<file path="config.mk">
export PLATFORM = sky130hd
export DESIGN_NAME = sector_map_host_flat
export DESIGN_NICKNAME = d
export VERILOG_FILES = /design/src/sector_map_pkg.sv /design/src/sector_map_if.sv /design/src/sector_map_host.sv /design/src/flat_wrapper.sv
export VERILOG_INCLUDE_DIRS = /design/src
export SDC_FILE = /design/constraint.sdc
export NUM_CORES = 1
export LEC_CHECK = 0
export BUFFER_PORTS_ARGS = -buffer_cell sky130_fd_sc_hd__buf_2
export CORE_MARGIN = 5
export CORE_UTILIZATION = 47
export DETAILED_ROUTE_END_ITERATION = 16
export PLACE_DENSITY = 0.7
export SETUP_SLACK_MARGIN = 0.4
export SLEW_MARGIN = 10
export SYNTH_ARGS = -nofsm -noshare
export SYNTH_HDL_FRONTEND = slang
export SYNTH_SLANG_ARGS = --single-unit
</file>
<file path="constraint.sdc">
create_clock -name clk_sys -period 4.16 [get_ports clk_sys]
set_clock_uncertainty 0.05 [all_clocks]
set_input_delay 0.832 -clock clk_sys [delete_from_list [all_inputs] [get_ports clk_sys]]
set_output_delay 0.832 -clock clk_sys [all_outputs]
set_load 0.03 [all_outputs]
</file>
<file path="src/sector_map_defs.svh">
// Purpose: Constants of the sector map detection table and of the controller registers
// Assumes: 32-bit table dwords, one aligned word per controller register
// Notes:   Definitions only
`ifndef SECTOR_MAP_DEFS_SVH
`define SECTOR_MAP_DEFS_SVH

// Table dword byte offsets within the parameter area
`define TBL_DET1_CMD_OFS     8'h48
`define TBL_DET1_ADDR_OFS    8'h4C
`define TBL_DET2_CMD_OFS     8'h50
`define TBL_DET2_ADDR_OFS    8'h54

// Detection command descriptor fields
`define DESC_MASK_MSB        31
`define DESC_MASK_LSB        24
`define DESC_ALEN_MSB        23
`define DESC_ALEN_LSB        22
`define DESC_RSV_HI_MSB      21
`define DESC_RSV_HI_LSB      20
`define DESC_LAT_MSB         19
`define DESC_LAT_LSB         16
`define DESC_INSTR_MSB       15
`define DESC_INSTR_LSB       8
`define DESC_RSV_LO_MSB      7
`define DESC_RSV_LO_LSB      2
`define DESC_KIND_BIT        1
`define DESC_END_BIT         0

`define DET_READ_MASK        8'h08
`define DET_ALEN_VARIABLE    2'h3
`define DET_RSV_HI           2'h3
`define DET_LAT_VARIABLE     4'hF
`define DET_INSTR_READ_ANY   8'h65
`define DET_RSV_LO           6'h3F
`define DET_KIND_COMMAND     1'h0
`define DET_NOT_END          1'h0

// Detection addresses of configuration register 3 of each die
`define DET_ADDR_LOW_DIE     32'h00000004
`define DET_ADDR_HIGH_DIE    32'h04000004
`define DIE_SELECT_ADDR_BIT  26

// Architecture bit position within configuration register 3
`define ARCH_BIT             3

// Controller registers (byte addresses)
`define REG_CTRL_OFS         8'h00
`define REG_STATUS_OFS       8'h04
`define REG_RAW_OFS          8'h08
`define REG_DESC_OFS         8'h0C
`define CTRL_START_BIT       0
`define STAT_BUSY_BIT        0
`define STAT_DONE_BIT        1
`define STAT_ERR_BIT         2
`define STAT_INDEX_LSB       4
`define STAT_MAP_LSB         8
`define HRESP_OKAY           1'h0
`define HTRANS_NONSEQ        2'h2
`define HSIZE_WORD           3'h2

`endif

</file>
<file path="src/sector_map_pkg.sv">
// Purpose: Types shared by both ends of the sector map detection link
// Assumes: Constants live in sector_map_defs.svh
// Notes:   Map codes equal the index values they stand for
package sector_map_pkg;

  typedef enum logic [1:0] {
    MAP_UNSUPPORTED = 2'h0,
    MAP_PARAM_BOTTOM = 2'h1,
    MAP_PARAM_TOP    = 2'h2,
    MAP_UNIFORM      = 2'h3
  } sector_map_e;

  typedef enum logic [2:0] {
    ST_IDLE  = 3'h1,
    ST_ISSUE = 3'h2,
    ST_WAIT  = 3'h4
  } detect_state_e;

  typedef logic [31:0] dword_t;

endpackage : sector_map_pkg

</file>
<file path="src/sector_map_if.sv">
// Purpose: Link between detection controller and device parameter table
// Assumes: One clock shared by both ends
// Notes:   One request outstanding at a time
interface sector_map_if;
  logic         req;
  logic         req_table;
  logic [7:0]   req_instr;
  logic [31:0]  req_addr;
  logic         ack;
  logic [31:0]  rdata;

  modport device (
    input  req,
    input  req_table,
    input  req_instr,
    input  req_addr,
    output ack,
    output rdata
  );

  modport host (
    output req,
    output req_table,
    output req_instr,
    output req_addr,
    input  ack,
    input  rdata
  );
endinterface : sector_map_if

</file>
<file path="src/sector_map_host.sv">
// Purpose: Host end: reads detection descriptors, fetches both architecture bits, forms map index
// Assumes: AHB-Lite single word transfers, one slave, response always OKAY
// Notes:   Every register answer takes one wait state so outputs stay registered
`include "sector_map_defs.svh"

module sector_map_host #(
  parameter int ADDR_WIDTH = 8
) (
  // Clock and reset
  input  wire logic                      clk_sys,
  input  wire logic                      rst,
  // AHB-Lite slave
  input  wire logic                      hsel,
  input  wire logic [ADDR_WIDTH-1:0]     haddr,
  input  wire logic [1:0]                htrans,
  input  wire logic                      hwrite,
  input  wire logic [2:0]                hsize,
  input  wire logic [31:0]               hwdata,
  input  wire logic                      hready,
  output logic                           hreadyout,
  output logic                           hresp,
  output logic [31:0]                    hrdata,
  // Link
  sector_map_if.host                     link,
  // Result
  output sector_map_pkg::sector_map_e    current_map,
  output logic                           map_valid
);
  import sector_map_pkg::*;

  if (ADDR_WIDTH < 4) begin : g_width_check
    $error("ADDR_WIDTH too small for the register map");
  end

  detect_state_e state;
  logic [2:0]    step;
  dword_t        cmd_desc [2];
  dword_t        cmd_addr [2];
  logic [7:0]    raw_byte [2];
  logic [1:0]    index;
  logic          busy;
  logic          done;
  logic          err;
  logic          start;
  logic          desc_bad;
  logic          pend;
  logic          pend_write;
  logic [7:0]    pend_addr;
  logic [31:0]   next_hrdata;
  logic [1:0]    got_bit;
  logic [7:0]    bit_src [2];
  logic [1:0]    next_index;

  // Bus slave: address phase captured, one wait state, then answer
  always_ff @(posedge clk_sys) begin
    if (rst) begin
      pend       <= 1'b0;
      pend_write <= 1'b0;
      pend_addr  <= 8'h00;
      hreadyout  <= 1'b1;
      hresp      <= `HRESP_OKAY;
    end else begin
      hresp <= `HRESP_OKAY;
      if (hsel && hready && htrans == `HTRANS_NONSEQ) begin
        pend       <= 1'b1;
        pend_write <= hwrite;
        pend_addr  <= 8'(haddr);
        hreadyout  <= 1'b0;
      end else if (pend) begin
        pend      <= 1'b0;
        hreadyout <= 1'b1;
      end
    end
  end

  assign start = pend && pend_write && pend_addr == `REG_CTRL_OFS && hwdata[`CTRL_START_BIT];

  always_comb begin
    case (pend_addr)
      `REG_STATUS_OFS: next_hrdata = {22'h000000, index, 2'h0, index, 1'b0, err, done, busy};
      `REG_RAW_OFS:    next_hrdata = {16'h0000, raw_byte[1], raw_byte[0]};
      `REG_DESC_OFS:   next_hrdata = cmd_desc[0];
      default:         next_hrdata = 32'h00000000;
    endcase
  end

  always_ff @(posedge clk_sys) begin
    if (rst) begin
      hrdata <= 32'h00000000;
    end else if (pend && !pend_write) begin
      hrdata <= next_hrdata;
    end
  end

  // Descriptor check: command kind, not end, read-any instruction, bit three mask
  assign desc_bad = link.rdata[`DESC_KIND_BIT] != `DET_KIND_COMMAND
                 || link.rdata[`DESC_END_BIT] != `DET_NOT_END
                 || link.rdata[`DESC_INSTR_MSB:`DESC_INSTR_LSB] != `DET_INSTR_READ_ANY
                 || link.rdata[`DESC_ALEN_MSB:`DESC_ALEN_LSB] != `DET_ALEN_VARIABLE
                 || link.rdata[`DESC_LAT_MSB:`DESC_LAT_LSB] != `DET_LAT_VARIABLE
                 || link.rdata[`DESC_MASK_MSB:`DESC_MASK_LSB] != `DET_READ_MASK;

  // Steps 0-3 read the descriptors, steps 4-5 run the two detection reads
  always_ff @(posedge clk_sys) begin
    if (rst) begin
      state          <= ST_IDLE;
      step           <= 3'h0;
      link.req       <= 1'b0;
      link.req_table <= 1'b0;
      link.req_instr <= 8'h00;
      link.req_addr  <= 32'h00000000;
    end else begin
      link.req <= 1'b0;
      case (state)
        ST_IDLE: begin
          if (start) begin
            step  <= 3'h0;
            state <= ST_ISSUE;
          end
        end
        ST_ISSUE: begin
          link.req <= 1'b1;
          if (step < 3'h4) begin
            link.req_table <= 1'b1;
            link.req_instr <= 8'h00;
            link.req_addr  <= {24'h000000, 8'(`TBL_DET1_CMD_OFS + {step, 2'b00})};
          end else begin
            link.req_table <= 1'b0;
            link.req_instr <= cmd_desc[step[0]][`DESC_INSTR_MSB:`DESC_INSTR_LSB];
            link.req_addr  <= cmd_addr[step[0]];
          end
          state <= ST_WAIT;
        end
        ST_WAIT: begin
          if (link.ack) begin
            if (step == 3'h5 || (step[0] == 1'b0 && step < 3'h4 && desc_bad)) begin
              state <= ST_IDLE;
            end else begin
              step  <= step + 3'h1;
              state <= ST_ISSUE;
            end
          end
        end
        default: begin
          state <= ST_IDLE;
        end
      endcase
    end
  end

  // Latch descriptors and raw bytes as they return
  always_ff @(posedge clk_sys) begin
    if (rst) begin
      cmd_desc[0] <= 32'h00000000;
      cmd_desc[1] <= 32'h00000000;
      cmd_addr[0] <= 32'h00000000;
      cmd_addr[1] <= 32'h00000000;
      raw_byte[0] <= 8'h00;
      raw_byte[1] <= 8'h00;
    end else if (state == ST_WAIT && link.ack) begin
      case (step)
        3'h0:    cmd_desc[0] <= link.rdata;
        3'h1:    cmd_addr[0] <= link.rdata;
        3'h2:    cmd_desc[1] <= link.rdata;
        3'h3:    cmd_addr[1] <= link.rdata;
        3'h4:    raw_byte[0] <= link.rdata[7:0];
        3'h5:    raw_byte[1] <= link.rdata[7:0];
        default: cmd_desc[0] <= cmd_desc[0];
      endcase
    end
  end

  // Second byte comes straight off the link so the index lands with the last answer
  assign bit_src[0] = raw_byte[0];
  assign bit_src[1] = link.rdata[7:0];

  // Each bit is one when the masked byte is non-zero
  genvar gi;
  generate
    for (gi = 0; gi < 2; gi++) begin : g_bit
      assign got_bit[gi] = |(bit_src[gi] & cmd_desc[gi][`DESC_MASK_MSB:`DESC_MASK_LSB]);
    end
  endgenerate

  // Low die is the more significant index bit
  assign next_index = {got_bit[0], got_bit[1]};

  always_ff @(posedge clk_sys) begin
    if (rst) begin
      busy        <= 1'b0;
      done        <= 1'b0;
      err         <= 1'b0;
      index       <= 2'h0;
      current_map <= MAP_UNSUPPORTED;
      map_valid   <= 1'b0;
    end else if (state == ST_IDLE && start) begin
      busy      <= 1'b1;
      done      <= 1'b0;
      err       <= 1'b0;
      map_valid <= 1'b0;
    end else if (state == ST_WAIT && link.ack) begin
      if (step[0] == 1'b0 && step < 3'h4 && desc_bad) begin
        busy <= 1'b0;
        done <= 1'b1;
        err  <= 1'b1;
      end else if (step == 3'h5) begin
        busy        <= 1'b0;
        done        <= 1'b1;
        index       <= next_index;
        // Both hybrid has no map in the table
        err         <= next_index == 2'h0;
        map_valid   <= next_index != 2'h0;
        current_map <= sector_map_e'(next_index);
      end
    end
  end

  // Keeps the unused size field read so the bus contract stays complete
  logic unused_size;
  assign unused_size = ^hsize;

endmodule : sector_map_host

</file>
<file path="src/flat_wrapper.sv">
// flat-port wrapper written by rule: the top's interface ports become plain ports
module sector_map_host_flat import sector_map_pkg::*;
#(
  parameter int ADDR_WIDTH = 8
)
  (clk_sys, rst, hsel, haddr, htrans, hwrite, hsize, hwdata, hready, hreadyout, hresp, hrdata, current_map, map_valid, link_req, link_req_table, link_req_instr, link_req_addr, link_ack, link_rdata);
  sector_map_if link_i ();
  input  wire logic clk_sys;
  input  wire logic rst;
  input  wire logic hsel;
  input  wire logic [ADDR_WIDTH-1:0] haddr;
  input  wire logic [1:0] htrans;
  input  wire logic hwrite;
  input  wire logic [2:0] hsize;
  input  wire logic [31:0] hwdata;
  input  wire logic hready;
  output logic hreadyout;
  output logic hresp;
  output logic [31:0] hrdata;
  output sector_map_pkg::sector_map_e current_map;
  output logic map_valid;
  output wire logic [$bits(link_i.req)-1:0] link_req;
  output wire logic [$bits(link_i.req_table)-1:0] link_req_table;
  output wire logic [$bits(link_i.req_instr)-1:0] link_req_instr;
  output wire logic [$bits(link_i.req_addr)-1:0] link_req_addr;
  input wire logic [$bits(link_i.ack)-1:0] link_ack;
  input wire logic [$bits(link_i.rdata)-1:0] link_rdata;
  assign link_req = link_i.req;
  assign link_req_table = link_i.req_table;
  assign link_req_instr = link_i.req_instr;
  assign link_req_addr = link_i.req_addr;
  assign link_i.ack = link_ack;
  assign link_i.rdata = link_rdata;
  sector_map_host #(.ADDR_WIDTH(ADDR_WIDTH)) u_core (.clk_sys(clk_sys), .rst(rst), .hsel(hsel), .haddr(haddr), .htrans(htrans), .hwrite(hwrite), .hsize(hsize), .hwdata(hwdata), .hready(hready), .hreadyout(hreadyout), .hresp(hresp), .hrdata(hrdata), .link(link_i), .current_map(current_map), .map_valid(map_valid));
endmodule
</file>
Word level (Yosys, flattened, before mapping)
Memories as Yosys holds them, arrays and structs flattened. A register that Yosys moved wholly into a read port is not among the register bits. Cells that the tools add are included.

Divide/modulo/power cells: 0. $lt $le $gt $ge: 1. Add/sub/neg operators: 2. Mux-type cells: 65. Reduce and logical (&&, ||, !) cells: 36. Equality and inequality tests: 19. Multiply operators: 0. Bitwise logic cells: 12. Shift-type cells: 0.

Operators by type and width (number): 2-to-1 mux 32 bit (6); one-hot mux 32 bit (3 select lines) (1); 2-to-1 mux 1 bit (47); 2-to-1 mux 8 bit (3); AND 8 bit (2); == test 8 x 4 -> 1 bit (second input constant) (2); OR reduction 8 bit (2); 2-to-1 mux 3 bit (5); logical AND 1 bit (10); nonzero test 2 bit (5); == test 3 x 2 -> 1 bit (second input constant) (3); == test 3 bit (second input constant) (3); one-hot mux 3 bit (3 select lines) (1); adder 7 x 5 -> 8 bit (first input constant) (1); == test 8 x 3 -> 1 bit (second input constant) (1); zero test 8 bit (1); != test 8 x 4 -> 1 bit (second input constant) (1); != test 8 x 7 -> 1 bit (second input constant) (1); AND reduction 4 bit (2); bitwise OR 1 bit (7); == test 3 x 1 -> 1 bit (second input constant) (2); logical OR 1 bit (6); != test 2 bit (second input constant) (3); one-hot mux 3 bit (2 select lines) (1); 15 further kinds (19).

Input bits: 83. Bits in read-only memories: 0. Output and inout bits: 79. RAM bits: 144. Register bits: 97. Latch bits: 0. Memories: 3. Logic and storage cells: 154.

Memories: u_core.cmd_addr (words 2, width 32, rd ports 1, clocked after Yosys merged registers in 1, write ports 2, line sector_map_host.sv:38) `dword_t cmd_addr [2];`; u_core.cmd_desc (words 2, width 32, rd ports 3, clocked after Yosys merged registers in 1, write ports 2, line sector_map_host.sv:37) `dword_t cmd_desc [2];`; u_core.raw_byte (words 2, width 8, rd ports 2, clocked after Yosys merged registers in 0, write ports 2, line sector_map_host.sv:39) `logic [7:0] raw_byte [2];`.

Logic depth before layout (Yosys ltp)
Gate-level depths: netlist of the first run.

Word-level depth: 12. Depth in mapped cells: 7. Gate-level depth less buffers: 7.

Worst setup path after synthesis of the first run
Ideal clock, no wire load.

Path kind: input -> register. Start point: input port rst. End point: memory u_core.cmd_addr[0][0] (netlist bit) (enable). Arrival: 2.081 ns. Setup time: 0.388 ns. Buffers on the path: 2. Required time: 3.722 ns. Setup slack: 1.641 ns. Stages: 3. Cells stage by stage: clkbuf_1 > clkbuf_1 > a21o_1.

RTL lines: from (decl) (line flat_wrapper.sv:9) `input wire logic rst;`; to (decl) (line sector_map_host.sv:38).

==> reports/qor.csv, run 1 <==
stage,metric,value,unit
global_routing,final global-route overflow total,0,
hold_path,Hold Path Class,reg -> reg,
synth,Area contributors post-synth,"edfxtp_1 (43%), dfxtp_1 (22%), and2_1 (5.1%), mux2_2 (5.0%), a21oi_1 (3.8%)",
route,Vias,6039,
setup_path,Critical R2R Capture,u_core.cmd_addr[0][0],
finish,final net count,947,
clock_network,hold_buf cts,0,
finish,FF/Latch Area,0.005806,sq mm
global_routing,largest net degree at the start of global routing,60,
placed_design,# port buffers,126,
timing,Max Clk Rate,0.3882,GHz
synth,synth unique cells,52,
timing,Fin. Hold Viols,0,
synth,"EDFF count, synth",128,
finish,number of antenna diodes,0,
clock_network,root buffer cell,clkbuf_16,
route,Via density,5.441,
route,drt drc,0,
power,VDD IR max,320.3,uV
timing,unrepaired setup endpoints after global routing,no,
timing,final setup vio count,0,
hold_path,WHS Endpoint,u_core.link.req_addr[20],
setup_path,CP Launch Point,u_core.state[2],
clock_network,cts bufs inserted,23,
setup_path,Startpoint Class,register,
setup_path,r2r setup slk,1.58,ns
clock_network,clock tree buffer depth,3,
timing,Hold Slack,0.3958,ns
setup_path,FF-to-FF path depth,6,
floorplan,starting density of the core,47.71,%
route,routed length per instance,18.72,um
clock_network,TritonCTS Sinks,226,
route,routed wire length,20.78,mm
placed_design,Setup WS pre-CTS,1.328,ns
finish,multi-input logic area,0.002878,sq mm
timing,crit path time final,2.576,ns
global_routing,antenna violations before repair,0,
power,P_leak,4.066,nW
clock_network,post-CTS setup buffer count,0,
synth,synthesized area,0.008925,sq mm
route,antenna-violating nets left,0,
floorplan,die area,0.02184,sq mm
hold_path,worst hold start,u_core.link.req_addr[20],
timing,Slew HR,31.54,%
setup_path,data arrival time of the worst path,2.86,ns
global_routing,global-route usage over all layers,18.83,%
status,status,finished clean,
global_routing,vias in the first global route,6001,
route,Starting DRT DRC Count,411,
flow_run,max-cap viol count,0,
finish,"commonest non-fill, non-tap cell in the layout",edfxtp_1,
timing,setup_tns,0,ns
floorplan,Die H,147.8,um
clock_network,CTS tree,built,
finish,"commonest cells after routing, fill and taps aside","edfxtp_1 (128), buf_2 (126), dfxtp_1 (98)",
global_routing,first-pass GRT wire length,32.67,mm
synth,post-synthesis sequential area ratio,65.05,%
timing,Final Cycle Share,61.92,%
finish,FILL cells,1560,
setup_path,Worst Setup Path Type,reg -> reg,
synth,post-synthesis register bit count,226,
setup_path,"critical path fanouts, max",17,
timing,max-slew violations,0,
floorplan,core area,0.01871,sq mm
timing,PnR worst setup slack,1.584,ns
clock_network,Post-CTS Resized,0,
clock_network,clock slew at reported path FFs,0.06,ns
setup_path,CP required,4.45,ns
timing,Worst-Margin Slew,1.027,ns
synth,share of the synthesized area in the top cell type,43.07,%
finish,area grow syn2layout,17.37,%
synth,Synth async-reset ratio,0,%
clock_network,clk_lat worst skew,0.50,ns
hold_path,WHS Path Cells,2,
placed_design,final RePlAce weighted congestion,0.8062,
synth,post-synthesis cell count,747,
setup_path,Critical Path End Type,register,
synth,synthesized area per cell,11.95,sq um
floorplan,I/O pin cnt,162,
finish,share of cells above drive strength 1,25.00,%
setup_path,Reg-to-Reg Start,u_core.state[2],
synth,Synth Flop Type,edfxtp_1,
placed_design,dpl hpwl,14.56,mm
floorplan,cell row count,50,
clock_network,number of H-tree levels,1,
power,power per standard cell area,439.2,mW/mm^2
floorplan,die width,147.8,um
synth,syn_nets,835,
synth,post-synth top area cell,edfxtp_1,
route,Pre-Repair DR Iteration Count,5,
synth,Yosys warnings,0,
[layout make-up]
class | count | area share [%]
timing repair buffer | 137 | 6.928
inverter | 4 | 0.1433
multi-input combinational | 467 | 27.47
tap | 234 | 2.795
clock inverter | 14 | 1.374
clock buffer | 28 | 5.865
sequential | 226 | 55.42
[cell families after synthesis]
kind of cell             after synthesis  share of synthesized area (%)
buffers and inverters                 54                          2.762
adder cells (fa/ha/maj)                5                         0.7010
XOR/XNOR                               1                        0.09815
other                                  1                        0.04202
multiplexers                          44                          5.496
flip-flops                           226                          65.05
AND/OR/NAND/NOR                      277                          16.25
AO/OA/AOI/OAI                        139                          9.604
[metal layers]
layer,track usage [%],share of wire (%),wire (um),up-vias
met2,30.95,47,9845,190
met3,3.066,5.9,1222,39
met1,25.57,44,9135,2905
li1,-,-,-,2905
met5,0,0,0,-
met4,6.384,2.8,581,0
[how the worst max path moves through the flow]
stage | to | slack [ns]
2_1_floorplan | u_core.cmd_addr[0][0] | 1.64
3_5_place_dp | u_core.cmd_addr[1][0] | 1.33
6_report | u_core.cmd_addr[0][0] | 1.58
5_1_grt | u_core.cmd_addr[0][0] | 1.40
4_1_cts | u_core.cmd_addr[0][0] | 1.58
3_3_place_gp | u_core.cmd_addr[0][0] | 1.34
[report_power, final]
group / internal, mW / switching [mW] / total [mW]
Clock: 1.23 / 0.811 / 2.05
Combinational: 0.0442 / 0.0876 / 0.132
Sequential: 2.40 / 0.0209 / 2.42
[critical path, cell delays in order (launching register included)]
cell	delay (ns)
dfxtp_1	0.48
nor3b_4	0.36
nand2_2	0.18
or2_4	0.29
nor2_2	0.49
buf_4	0.32
and2_1	0.22
[synth_stat cells (2+ instances only)]
cell type    n
a211oi_1     4
a21o_1       8
a21oi_1     68
a22o_1       9
a22oi_1     24
and2_1      73
and3_1       2
and4b_1      3
buf_1        6
buf_2        5
buf_4        3
buf_6        3
clkbuf_1    30
clkbuf_2     3
dfxtp_1     98
edfxtp_1   128
ha_1         5
inv_1        4
mux2_2      40
mux2i_1      4
nand2_1     82
nand2b_1     2
nand3_1     54
nand4_1      4
nor2_1      27
nor2b_1      7
nor3_1       5
nor3b_1      2
nor4b_1      3
nor4bb_1     3
o211a_1      2
o21ai_0     16
[flip-flops by register name (all words and copies together) (netlist names), 2 cells and up, named ones only]
| signal | flops |
|---|---|
| u_core.cmd_addr | 64 |
| u_core.cmd_desc | 48 |
| u_core.current_map | 2 |
| u_core.hrdata | 32 |
| u_core.link.req_addr | 32 |
| u_core.link.req_instr | 8 |
| u_core.pend_addr | 8 |
| u_core.raw_byte | 16 |
| u_core.state | 3 |
| u_core.step | 3 |
[through the flow]
stage | instance area (sq um) | util (%) | power (mW) | std cells
5_1_grt | 10480 | 56.00 | 4.757 | 1110
3_3_place_gp | 9717 | 51.95 | 2.602 | 1068
3_5_place_dp | 9717 | 51.95 | 2.604 | 1068
6_report | 10480 | 56.00 | 4.600 | 1110
4_1_cts | 10480 | 56.00 | 4.642 | 1110
2_1_floorplan | 8925 | - | 2.530 | 747
No activity file was read; power rests on OpenSTA's default activity.
==> inputs of run 2 (changes only) <==
- PLACE_DENSITY: 0.7 -> 0.73
- clock period: 4.16 -> 2.31 ns (I/O delays scaled with it)
==> run 2 against run 1 <==
  * Worst setup slack worse by 1.1 ns
  * Count of clock-buffer cells in the layout grew 5
  * Utilization grew 1.8 points
  * First-iteration DRC count increased by 1.2%
  * Non-clock buffer count increased by 25
  * Sequential power rose by 80%
  * Clock power grew 88%
  * Sequential cell count is the same
  * Design area up 3.2%
  * Final cell count rose by 2.3%
  * Sequential share of layout area shrank 1.7 points
  * Global-route usage up 1.0 points
  * Largest cell class unchanged
==> reports/qor.csv, run 2 (synthesis gave the netlist of run 1 again) <==
stage,metric,value,unit,change
hold_path,Hold Path Class,in -> reg,,was reg -> reg
clock_network,CTS tree,built,,unchanged
hold_path,worst hold start,haddr[0],,was u_core.link.req_addr[20]
floorplan,I/O pin cnt,162,,unchanged
setup_path,crit-path cells,nor3b_4 -> nand2_4 -> or2_4 -> nor3_4 -> buf_4 -> clkbuf_4 -> and2_1,,was nor3b_4 -> nand2_2 -> or2_4 -> nor2_2 -> buf_4 -> and2_1
timing,Fin. Hold Viols,0,,unchanged
finish,FILL cells,1497,,was 1560
clock_network,number of H-tree levels,1,,unchanged
global_routing,largest net degree at the start of global routing,40,,was 60
setup_path,cell family with most CP delay,simple AND/OR/NAND/NOR gates,,unchanged
timing,setup_tns,0,ns,unchanged
finish,multi-input logic area,0.002915,sq mm,was 0.002878 sq mm
global_routing,M1 GR Usage,26.58,%,was 25.57%
floorplan,die area,0.02184,sq mm,unchanged
route,antenna-violating nets left,0,,unchanged
finish,"commonest non-fill, non-tap cell in the layout",edfxtp_1,,unchanged
hold_path,WHS Endpoint,u_core.pend_addr[0],,was u_core.link.req_addr[20]
setup_path,"critical path fanouts, max",8,,was 17
setup_path,Worst Setup Path Type,reg -> reg,,unchanged
setup_path,Startpoint Class,register,,unchanged
finish,max FFs per register,64,,unchanged
route,Pre-Repair DR Iteration Count,5,,unchanged
setup_path,Reg-to-Reg Start,u_core.state[2],,unchanged
timing,Final Cycle Share,81.04,%,was 61.92%
finish,FF/Latch Area,0.005814,sq mm,was 0.005806 sq mm
finish,area grow syn2layout,21.17,%,was 17.37%
clock_network,clk_lat worst skew,0.50,ns,about the same
power,VDD IR max,573.0,uV,was 320.3 uV
route,Starting DRT DRC Count,416,,was 411
finish,share of cells above drive strength 1,28.78,%,was 25.00%
timing,Slew HR,64.06,%,was 31.54%
placed_design,Area after DPL,0.009927,sq mm,was 0.009717 sq mm
placed_design,# port buffers,126,,unchanged
setup_path,Buf/Inv on CP,2,,was 1
route,Via density,5.533,,was 5.441
finish,Biggest register,u_core.cmd_addr,,unchanged
power,power per standard cell area,784.2,mW/mm^2,was 439.2 mW/mm^2
clock_network,TritonCTS Sinks,226,,unchanged
power,P_leak,4.249,nW,was 4.066 nW
global_routing,met2 Resource Use GR,33.24,%,was 30.95%
route,Vias,6280,,was 6039
timing,max-slew violations,0,,unchanged
global_routing,vias in the first global route,6204,,was 6001
placed_design,final RePlAce weighted congestion,0.8679,,was 0.8062
status,status,finished clean,,unchanged
route,routed wire length,22.29,mm,was 20.78 mm
clock_network,clock tree buffer depth,3,,unchanged
clock_network,clock slew at reported path FFs,0.06,ns,about the same
setup_path,data arrival time of the worst path,2.18,ns,was 2.86 ns
timing,Max Clk Rate,0.5342,GHz,was 0.3882 GHz
floorplan,die width,147.8,um,unchanged
setup_path,CP required,2.62,ns,was 4.45 ns
placed_design,dpl hpwl,15.12,mm,was 14.56 mm
timing,final setup vio count,0,,unchanged
finish,Non-Filler Instances,1135,,was 1110
floorplan,Die H,147.8,um,unchanged
route,routed length per instance,19.64,um,was 18.72 um
setup_path,max incr delay on CP,0.39,ns,was 0.49 ns
global_routing,final global-route overflow total,0,,unchanged
timing,Worst-Margin Slew,0.5372,ns,was 1.027 ns
clock_network,cts bufs inserted,23,,unchanged
setup_path,Critical Path End Type,register,,unchanged
route,drt drc,0,,unchanged
global_routing,first-pass GRT wire length,34.23,mm,was 32.67 mm
setup_path,CP max stage cell,dfxtp_4,,was nor2_2
setup_path,Worst path depth,7,,was 6
flow_run,max-cap viol count,0,,unchanged
timing,unrepaired setup endpoints after global routing,yes,,was no
floorplan,core area,0.01871,sq mm,unchanged
floorplan,starting density of the core,47.71,%,unchanged
finish,biggest regs,"u_core.cmd_addr x64, u_core.cmd_desc x48",,unchanged
setup_path,r2r setup slk,0.44,ns,was 1.58 ns
placed_design,number of instances in the placed design,1086,,was 1068
finish,final net count,972,,was 947
finish,"commonest cells after routing, fill and taps aside","edfxtp_1 (128), buf_2 (126), dfxtp_1 (93)",,"was edfxtp_1 (128), buf_2 (126), dfxtp_1 (98)"
clock_network,root buffer cell,clkbuf_16,,unchanged
global_routing,antenna violations before repair,0,,unchanged
global_routing,global-route usage over all layers,19.87,%,was 18.83%
finish,fin area,0.01081,sq mm,was 0.01048 sq mm
timing,crit path time final,1.872,ns,was 2.576 ns
global_routing,most used routing layer,met2,,unchanged
floorplan,cell row count,50,,unchanged
hold_path,WHS Path Cells,3,,was 2
global_routing,met3 Use GR,3.219,%,was 3.066%
setup_path,Critical R2R Capture,u_core.cmd_desc[1][27],,was u_core.cmd_addr[0][0]
setup_path,FF-to-FF path depth,7,,was 6
run 2: cell count changes in the layout (fill, tap and decap cells not counted), sizes merged:
| cell | before | now |
|---|---|---|
| inv | 5 | 4 |
| buf | 137 | 161 |
| clkinv | 9 | 5 |
| clkinvlp | 1 | 0 |
| diode | 0 | 1 |
| clkbuf | 28 | 34 |
run 2: worst max-delay path by stage:
stage	start	end	slack [ns]
4_1_cts	u_core.state[0]	u_core.cmd_desc[0][30]	0.38
2_1_floorplan	u_core.state[1]	u_core.cmd_addr[0][0]	0.40
5_1_grt	u_core.state[2]	u_core.cmd_desc[0][12]	0.38
3_5_place_dp	link_rdata[0]	register	0.21
3_3_place_gp	link_rdata[0]	register	0.24
6_report	u_core.state[2]	u_core.cmd_desc[1][27]	0.44
run 2: final cells by class:
class	count	area share, %
tap	234	2.707
multi-input combinational	467	26.96
clock buffer	33	6.236
clock inverter	8	1.076
antenna	1	0.02314
timing repair buffer	162	9.094
sequential	226	53.77
inverter	4	0.1388
run 2: what timing repair did:
item,4_1_cts,5_1_grt
hold buffers,0,0
resized for setup,7,11
endpoints found under the setup margin,99,106
cloned,1,1
pin swaps,1,3
setup buffers,0,5
run 2: routing by layer:
metal | share of wire (%) | wire (um) | vias to the layer above
li1 | - | - | 2959
met1 | 42 | 9464 | 3059
met2 | 49 | 10840 | 221
met3 | 6.0 | 1338 | 41
met4 | 2.9 | 649 | 0
met5 | 0 | 0 | -
run 2: tightest hold or removal path: cells and delay by family:
family	cells	cell delay [ns]
AND/OR/NAND/NOR	1	0.05
AO/OA/AOI/OAI	1	0.05
buffers and inverters	1	0.09
run 2: per-stage QoR:
| stage | worst slack [ns] | util, % | hold WS [ns] | power (mW) |
|---|---|---|---|---|
| 6_report | 0.4381 | 57.81 | 0.1606 | 8.481 |
| 5_1_grt | 0.3751 | 57.80 | 0.1473 | 8.713 |
| 4_1_cts | 0.3777 | 57.43 | 0.1421 | 8.523 |
| 3_5_place_dp | 0.2149 | 53.07 | 0.3904 | 4.709 |
| 3_3_place_gp | 0.2352 | 53.07 | 0.3841 | 4.701 |
| 2_1_floorplan | 0.4047 | - | 0.3860 | 4.556 |
run 2: power breakdown:
group | internal (mW) | switching (mW)
Combinational | 0.0944 | 0.168
Clock | 2.36 | 1.50
Sequential | 4.32 | 0.0384
Total | 6.78 | 1.70
==> inputs of run 3 (changes only) <==
- ABC_AREA: not set -> 1
- PLACE_DENSITY: 0.73 -> 0.7
- clock period: 2.31 -> 1.8 ns (I/O delays scaled with it)
==> run 3 against run 2 <==
  * Highest routed layer unchanged
  * Power rose by 25%
  * Area after synthesis rose by 0.87%
  * Maximum frequency rose by 6.1%
  * First-iteration DRC count rose by 74%
  * Largest cell class unchanged
  * Critical path type unchanged
  * Global-route usage rose by 2.7 points
  * Critical endpoint is now u_core.cmd_addr[0][4]
==> reports/qor.csv, run 3 <==
stage,metric,value,unit,change
synth,"EDFF count, synth",128,,unchanged
timing,final setup vio count,0,,unchanged
synth,Post-synth top cells,"nand2_1 (284), edfxtp_1 (128), dfxtp_1 (98)",,"was edfxtp_1 (128), dfxtp_1 (98), nand2_1 (82)"
power,power per standard cell area,771.9,mW/mm^2,was 784.2 mW/mm^2
placed_design,dpl hpwl,15.21,mm,was 15.12 mm
finish,max FFs per register,64,,unchanged
clock_network,clk_lat worst skew,0.50,ns,about the same
floorplan,die area,0.02202,sq mm,was 0.02184 sq mm
clock_network,clock tree buffer depth,3,,unchanged
timing,unrepaired setup endpoints after global routing,yes,,unchanged
route,Vias,7836,,was 6280
clock_network,CTS tree,built,,unchanged
clock_network,root buffer cell,clkbuf_16,,unchanged
setup_path,Buf/Inv on CP,4,,was 2
global_routing,vias in the first global route,7206,,was 6204
hold_path,worst hold start,hwrite,,was haddr[0]
setup_path,crit-path cells,nand3_2 -> inv_2 -> nand2_4 -> inv_8 -> nand2_8 -> nor3_4 -> a31oi_4 -> buf_4 -> clkbuf_16 -> nor2_2,,was nor3b_4 -> nand2_4 -> or2_4 -> nor3_4 -> buf_4 -> clkbuf_4 -> and2_1
setup_path,CP max stage cell,dfxtp_4,,unchanged
route,Via density,5.597,,was 5.533
synth,Yosys warnings,0,,unchanged
hold_path,WHS Path Cells,3,,unchanged
timing,crit path time final,1.764,ns,was 1.872 ns
hold_path,Hold Path Class,in -> reg,,unchanged
synth,Synth Flop Type,edfxtp_1,,unchanged
route,Pre-Repair DR Iteration Count,5,,unchanged
placed_design,final RePlAce weighted congestion,0.9444,,was 0.8679
global_routing,met2 Resource Use GR,38.80,%,was 33.24%
floorplan,I/O pin cnt,162,,unchanged
setup_path,FF-to-FF path depth,10,,was 7
global_routing,most used routing layer,met2,,unchanged
timing,setup_tns,0,ns,unchanged
timing,max-slew violations,0,,unchanged
finish,final net count,1237,,was 972
synth,most frequent cell after synthesis,nand2_1,,was edfxtp_1
floorplan,starting density of the core,47.97,%,was 47.71%
hold_path,WHS Endpoint,u_core.pend_write,,was u_core.pend_addr[0]
timing,Fin. Hold Viols,0,,unchanged
synth,post-synth top area cell,edfxtp_1,,unchanged
timing,Max Clk Rate,0.5668,GHz,was 0.5342 GHz
clock_network,number of H-tree levels,1,,unchanged
global_routing,met3 Use GR,4.235,%,was 3.219%
synth,share of the synthesized area in the top cell type,42.70,%,was 43.07%
global_routing,final global-route overflow total,0,,unchanged
route,routed wire length,31.01,mm,was 22.29 mm
synth,synthesized area per cell,9.639,sq um,was 11.95 sq um
finish,Biggest register,u_core.cmd_addr,,unchanged
floorplan,cell row count,50,,unchanged
setup_path,max incr delay on CP,0.37,ns,was 0.39 ns
setup_path,Worst Setup Path Type,reg -> reg,,unchanged
power,VDD IR max,898.0,uV,was 573.0 uV
setup_path,cell family with most CP delay,simple AND/OR/NAND/NOR gates,,unchanged
route,antenna-violating nets left,0,,unchanged
flow_run,max-cap viol count,0,,unchanged
synth,Area contributors post-synth,"edfxtp_1 (43%), dfxtp_1 (22%), nand2_1 (12%), a21oi_1 (4.6%), nor2_1 (3.6%)",,"was edfxtp_1 (43%), dfxtp_1 (22%), and2_1 (5.1%), mux2_2 (5.0%), a21oi_1 (3.8%)"
power,P_leak,5.455,nW,was 4.249 nW
floorplan,core area,0.01877,sq mm,was 0.01871 sq mm
finish,share of cells above drive strength 1,49.83,%,was 28.78%
setup_path,data arrival time of the worst path,2.05,ns,was 2.18 ns
route,Starting DRT DRC Count,723,,was 416
global_routing,M1 GR Usage,28.34,%,was 26.58%
clock_network,cts bufs inserted,23,,unchanged
global_routing,global-route usage over all layers,22.54,%,was 19.87%
timing,Slew HR,58.44,%,was 64.06%
setup_path,CP required,2.09,ns,was 2.62 ns
setup_path,r2r setup slk,0.04,ns,was 0.44 ns
synth,syn_nets,1022,,was 835
synth,synth unique cells,37,,was 52
status,status,finished clean,,unchanged
finish,final core utilization,73.06,%,was 57.81%
timing,Final Cycle Share,98.02,%,was 81.04%
global_routing,largest net degree at the start of global routing,42,,was 40
finish,"commonest cells after routing, fill and taps aside","nand2_1 (243), edfxtp_1 (128), buf_6 (101)",,"was edfxtp_1 (128), buf_2 (126), dfxtp_1 (93)"
route,drt drc,0,,unchanged
timing,Hold Slack,0.04218,ns,was 0.1606 ns
finish,"commonest non-fill, non-tap cell in the layout",nand2_1,,was edfxtp_1
route,routed length per instance,22.15,um,was 19.64 um
synth,post-synthesis cell count,934,,was 747
floorplan,die width,148.4,um,was 147.8 um
global_routing,antenna violations before repair,1,,was 0
timing,Worst-Margin Slew,0.6234,ns,was 0.5372 ns
setup_path,"critical path fanouts, max",8,,unchanged
synth,post-synthesis sequential area ratio,64.49,%,was 65.05%
global_routing,first-pass GRT wire length,38.99,mm,was 34.23 mm
setup_path,Startpoint Class,register,,unchanged
synth,Synth async-reset ratio,0,%,unchanged
finish,area grow syn2layout,52.31,%,was 21.17%
placed_design,# port buffers,126,,unchanged
clock_network,TritonCTS Sinks,226,,unchanged
synth,synthesized area,0.009002,sq mm,was 0.008925 sq mm
setup_path,Reg-to-Reg Start,u_core.state[2],,unchanged
floorplan,Die H,148.4,um,was 147.8 um
clock_network,clock slew at reported path FFs,0.06,ns,about the same
setup_path,Critical R2R Capture,u_core.cmd_addr[0][4],,was u_core.cmd_desc[1][27]
synth,post-synthesis register bit count,226,,unchanged
finish,biggest regs,"u_core.cmd_addr x64, u_core.cmd_desc x48",,unchanged
setup_path,Critical Path End Type,register,,unchanged
[run 3: cell count changes after synthesis, sizes merged, moves of 7 or more]
cell,previous run,this run
a21oi,68,83
nor2,28,117
nor2b,7,0
mux2,40,0
and2,73,0
o21ai,16,37
nand2,83,288
a21o,8,0
inv,4,67
a22oi,24,0
nand3,54,38
clkbuf,33,25
[run 3: area by class of cell]
cell class / instances / area [sq um]
diodes: 2 / 5.005
clock buffers: 36 / 655.6
clock inverters: 4 / 16.27
fillers: 1116 / 5056
inverters: 69 / 297.8
multi-input cells: 596 / 4049
flip-flops and latches: 226 / 5921
well taps: 234 / 292.8
repair buffers: 231 / 2451
repair inverters: 2 / 23.77
[run 3: report_power, final]
| part | switching (mW) | internal, mW | total (mW) |
|---|---|---|---|
| clock | 1.95 | 2.49 | 4.43 |
| sequential | 0.0584 | 5.54 | 5.60 |
| combinational | 0.375 | 0.180 | 0.555 |
[run 3: tightest hold or removal path, cell delays in order]
cell,delay [ns]
buf_2,0.08
nor2_1,0.03
nor2_1,0.09
[run 3: how the worst max path moves through the flow]
stage,cells past startpoint,endpoint,from,slack (ns)
5_1_grt,11,u_core.cmd_addr[0][4],u_core.state[0],-0.008
4_1_cts,5,u_core.cmd_addr[0][7],u_core.step[0],0.14
3_5_place_dp,11,u_core.state[0],link_rdata[8],0.04
2_1_floorplan,7,u_core.cmd_addr[0][0],u_core.state[0],0.01
3_3_place_gp,11,register,link_rdata[8],0.03
6_report,10,u_core.cmd_addr[0][4],u_core.state[2],0.04
[run 3: metal layers]
layer | up-vias | part of all wire (%)
li1 | 3507 | -
met1 | 3770 | 36
met2 | 460 | 50
met3 | 99 | 8.6
met4 | 0 | 5.3
met5 | - | 0
[run 3: what timing repair did]
item | CTS | global route
hold buffers | 0 | 0
gates cloned | 12 | 7
buffers inserted | 33 | 29
gates resized for setup | 370 | 227
setup endpoints to repair | 376 | 393
pin swaps | 37 | 56
[run 3: cell families (layout without fill, tap and decap cells)]
logic type | count (synthesis) | in the layout | share of synthesized area [%]
flip-flops | 226 | 226 | 64.49
AO/OA/AOI/OAI | 134 | 134 | 8.089
buffers and inverters | 115 | 342 | 5.657
other | 1 | 3 | 0.04166
adder cells (fa/ha/maj) | 5 | 5 | 0.6949
AND/OR/NAND/NOR | 453 | 456 | 21.03
[run 3: stage by stage]
| stage | worst slack (ns) | power [mW] | instances | cell area (sq um) |
|---|---|---|---|---|
| after floorplan | 0.01376 | 5.887 | 934 | 9081 |
| after global placement | 0.03390 | 6.059 | 1277 | 10040 |
| after detailed placement | 0.04428 | 6.066 | 1277 | 10040 |
| after CTS | 0.1400 | 10.47 | 1362 | 12370 |
| after global routing | -0.007609 | 10.84 | 1400 | 13710 |
| final | 0.03566 | 10.58 | 1400 | 13710 |
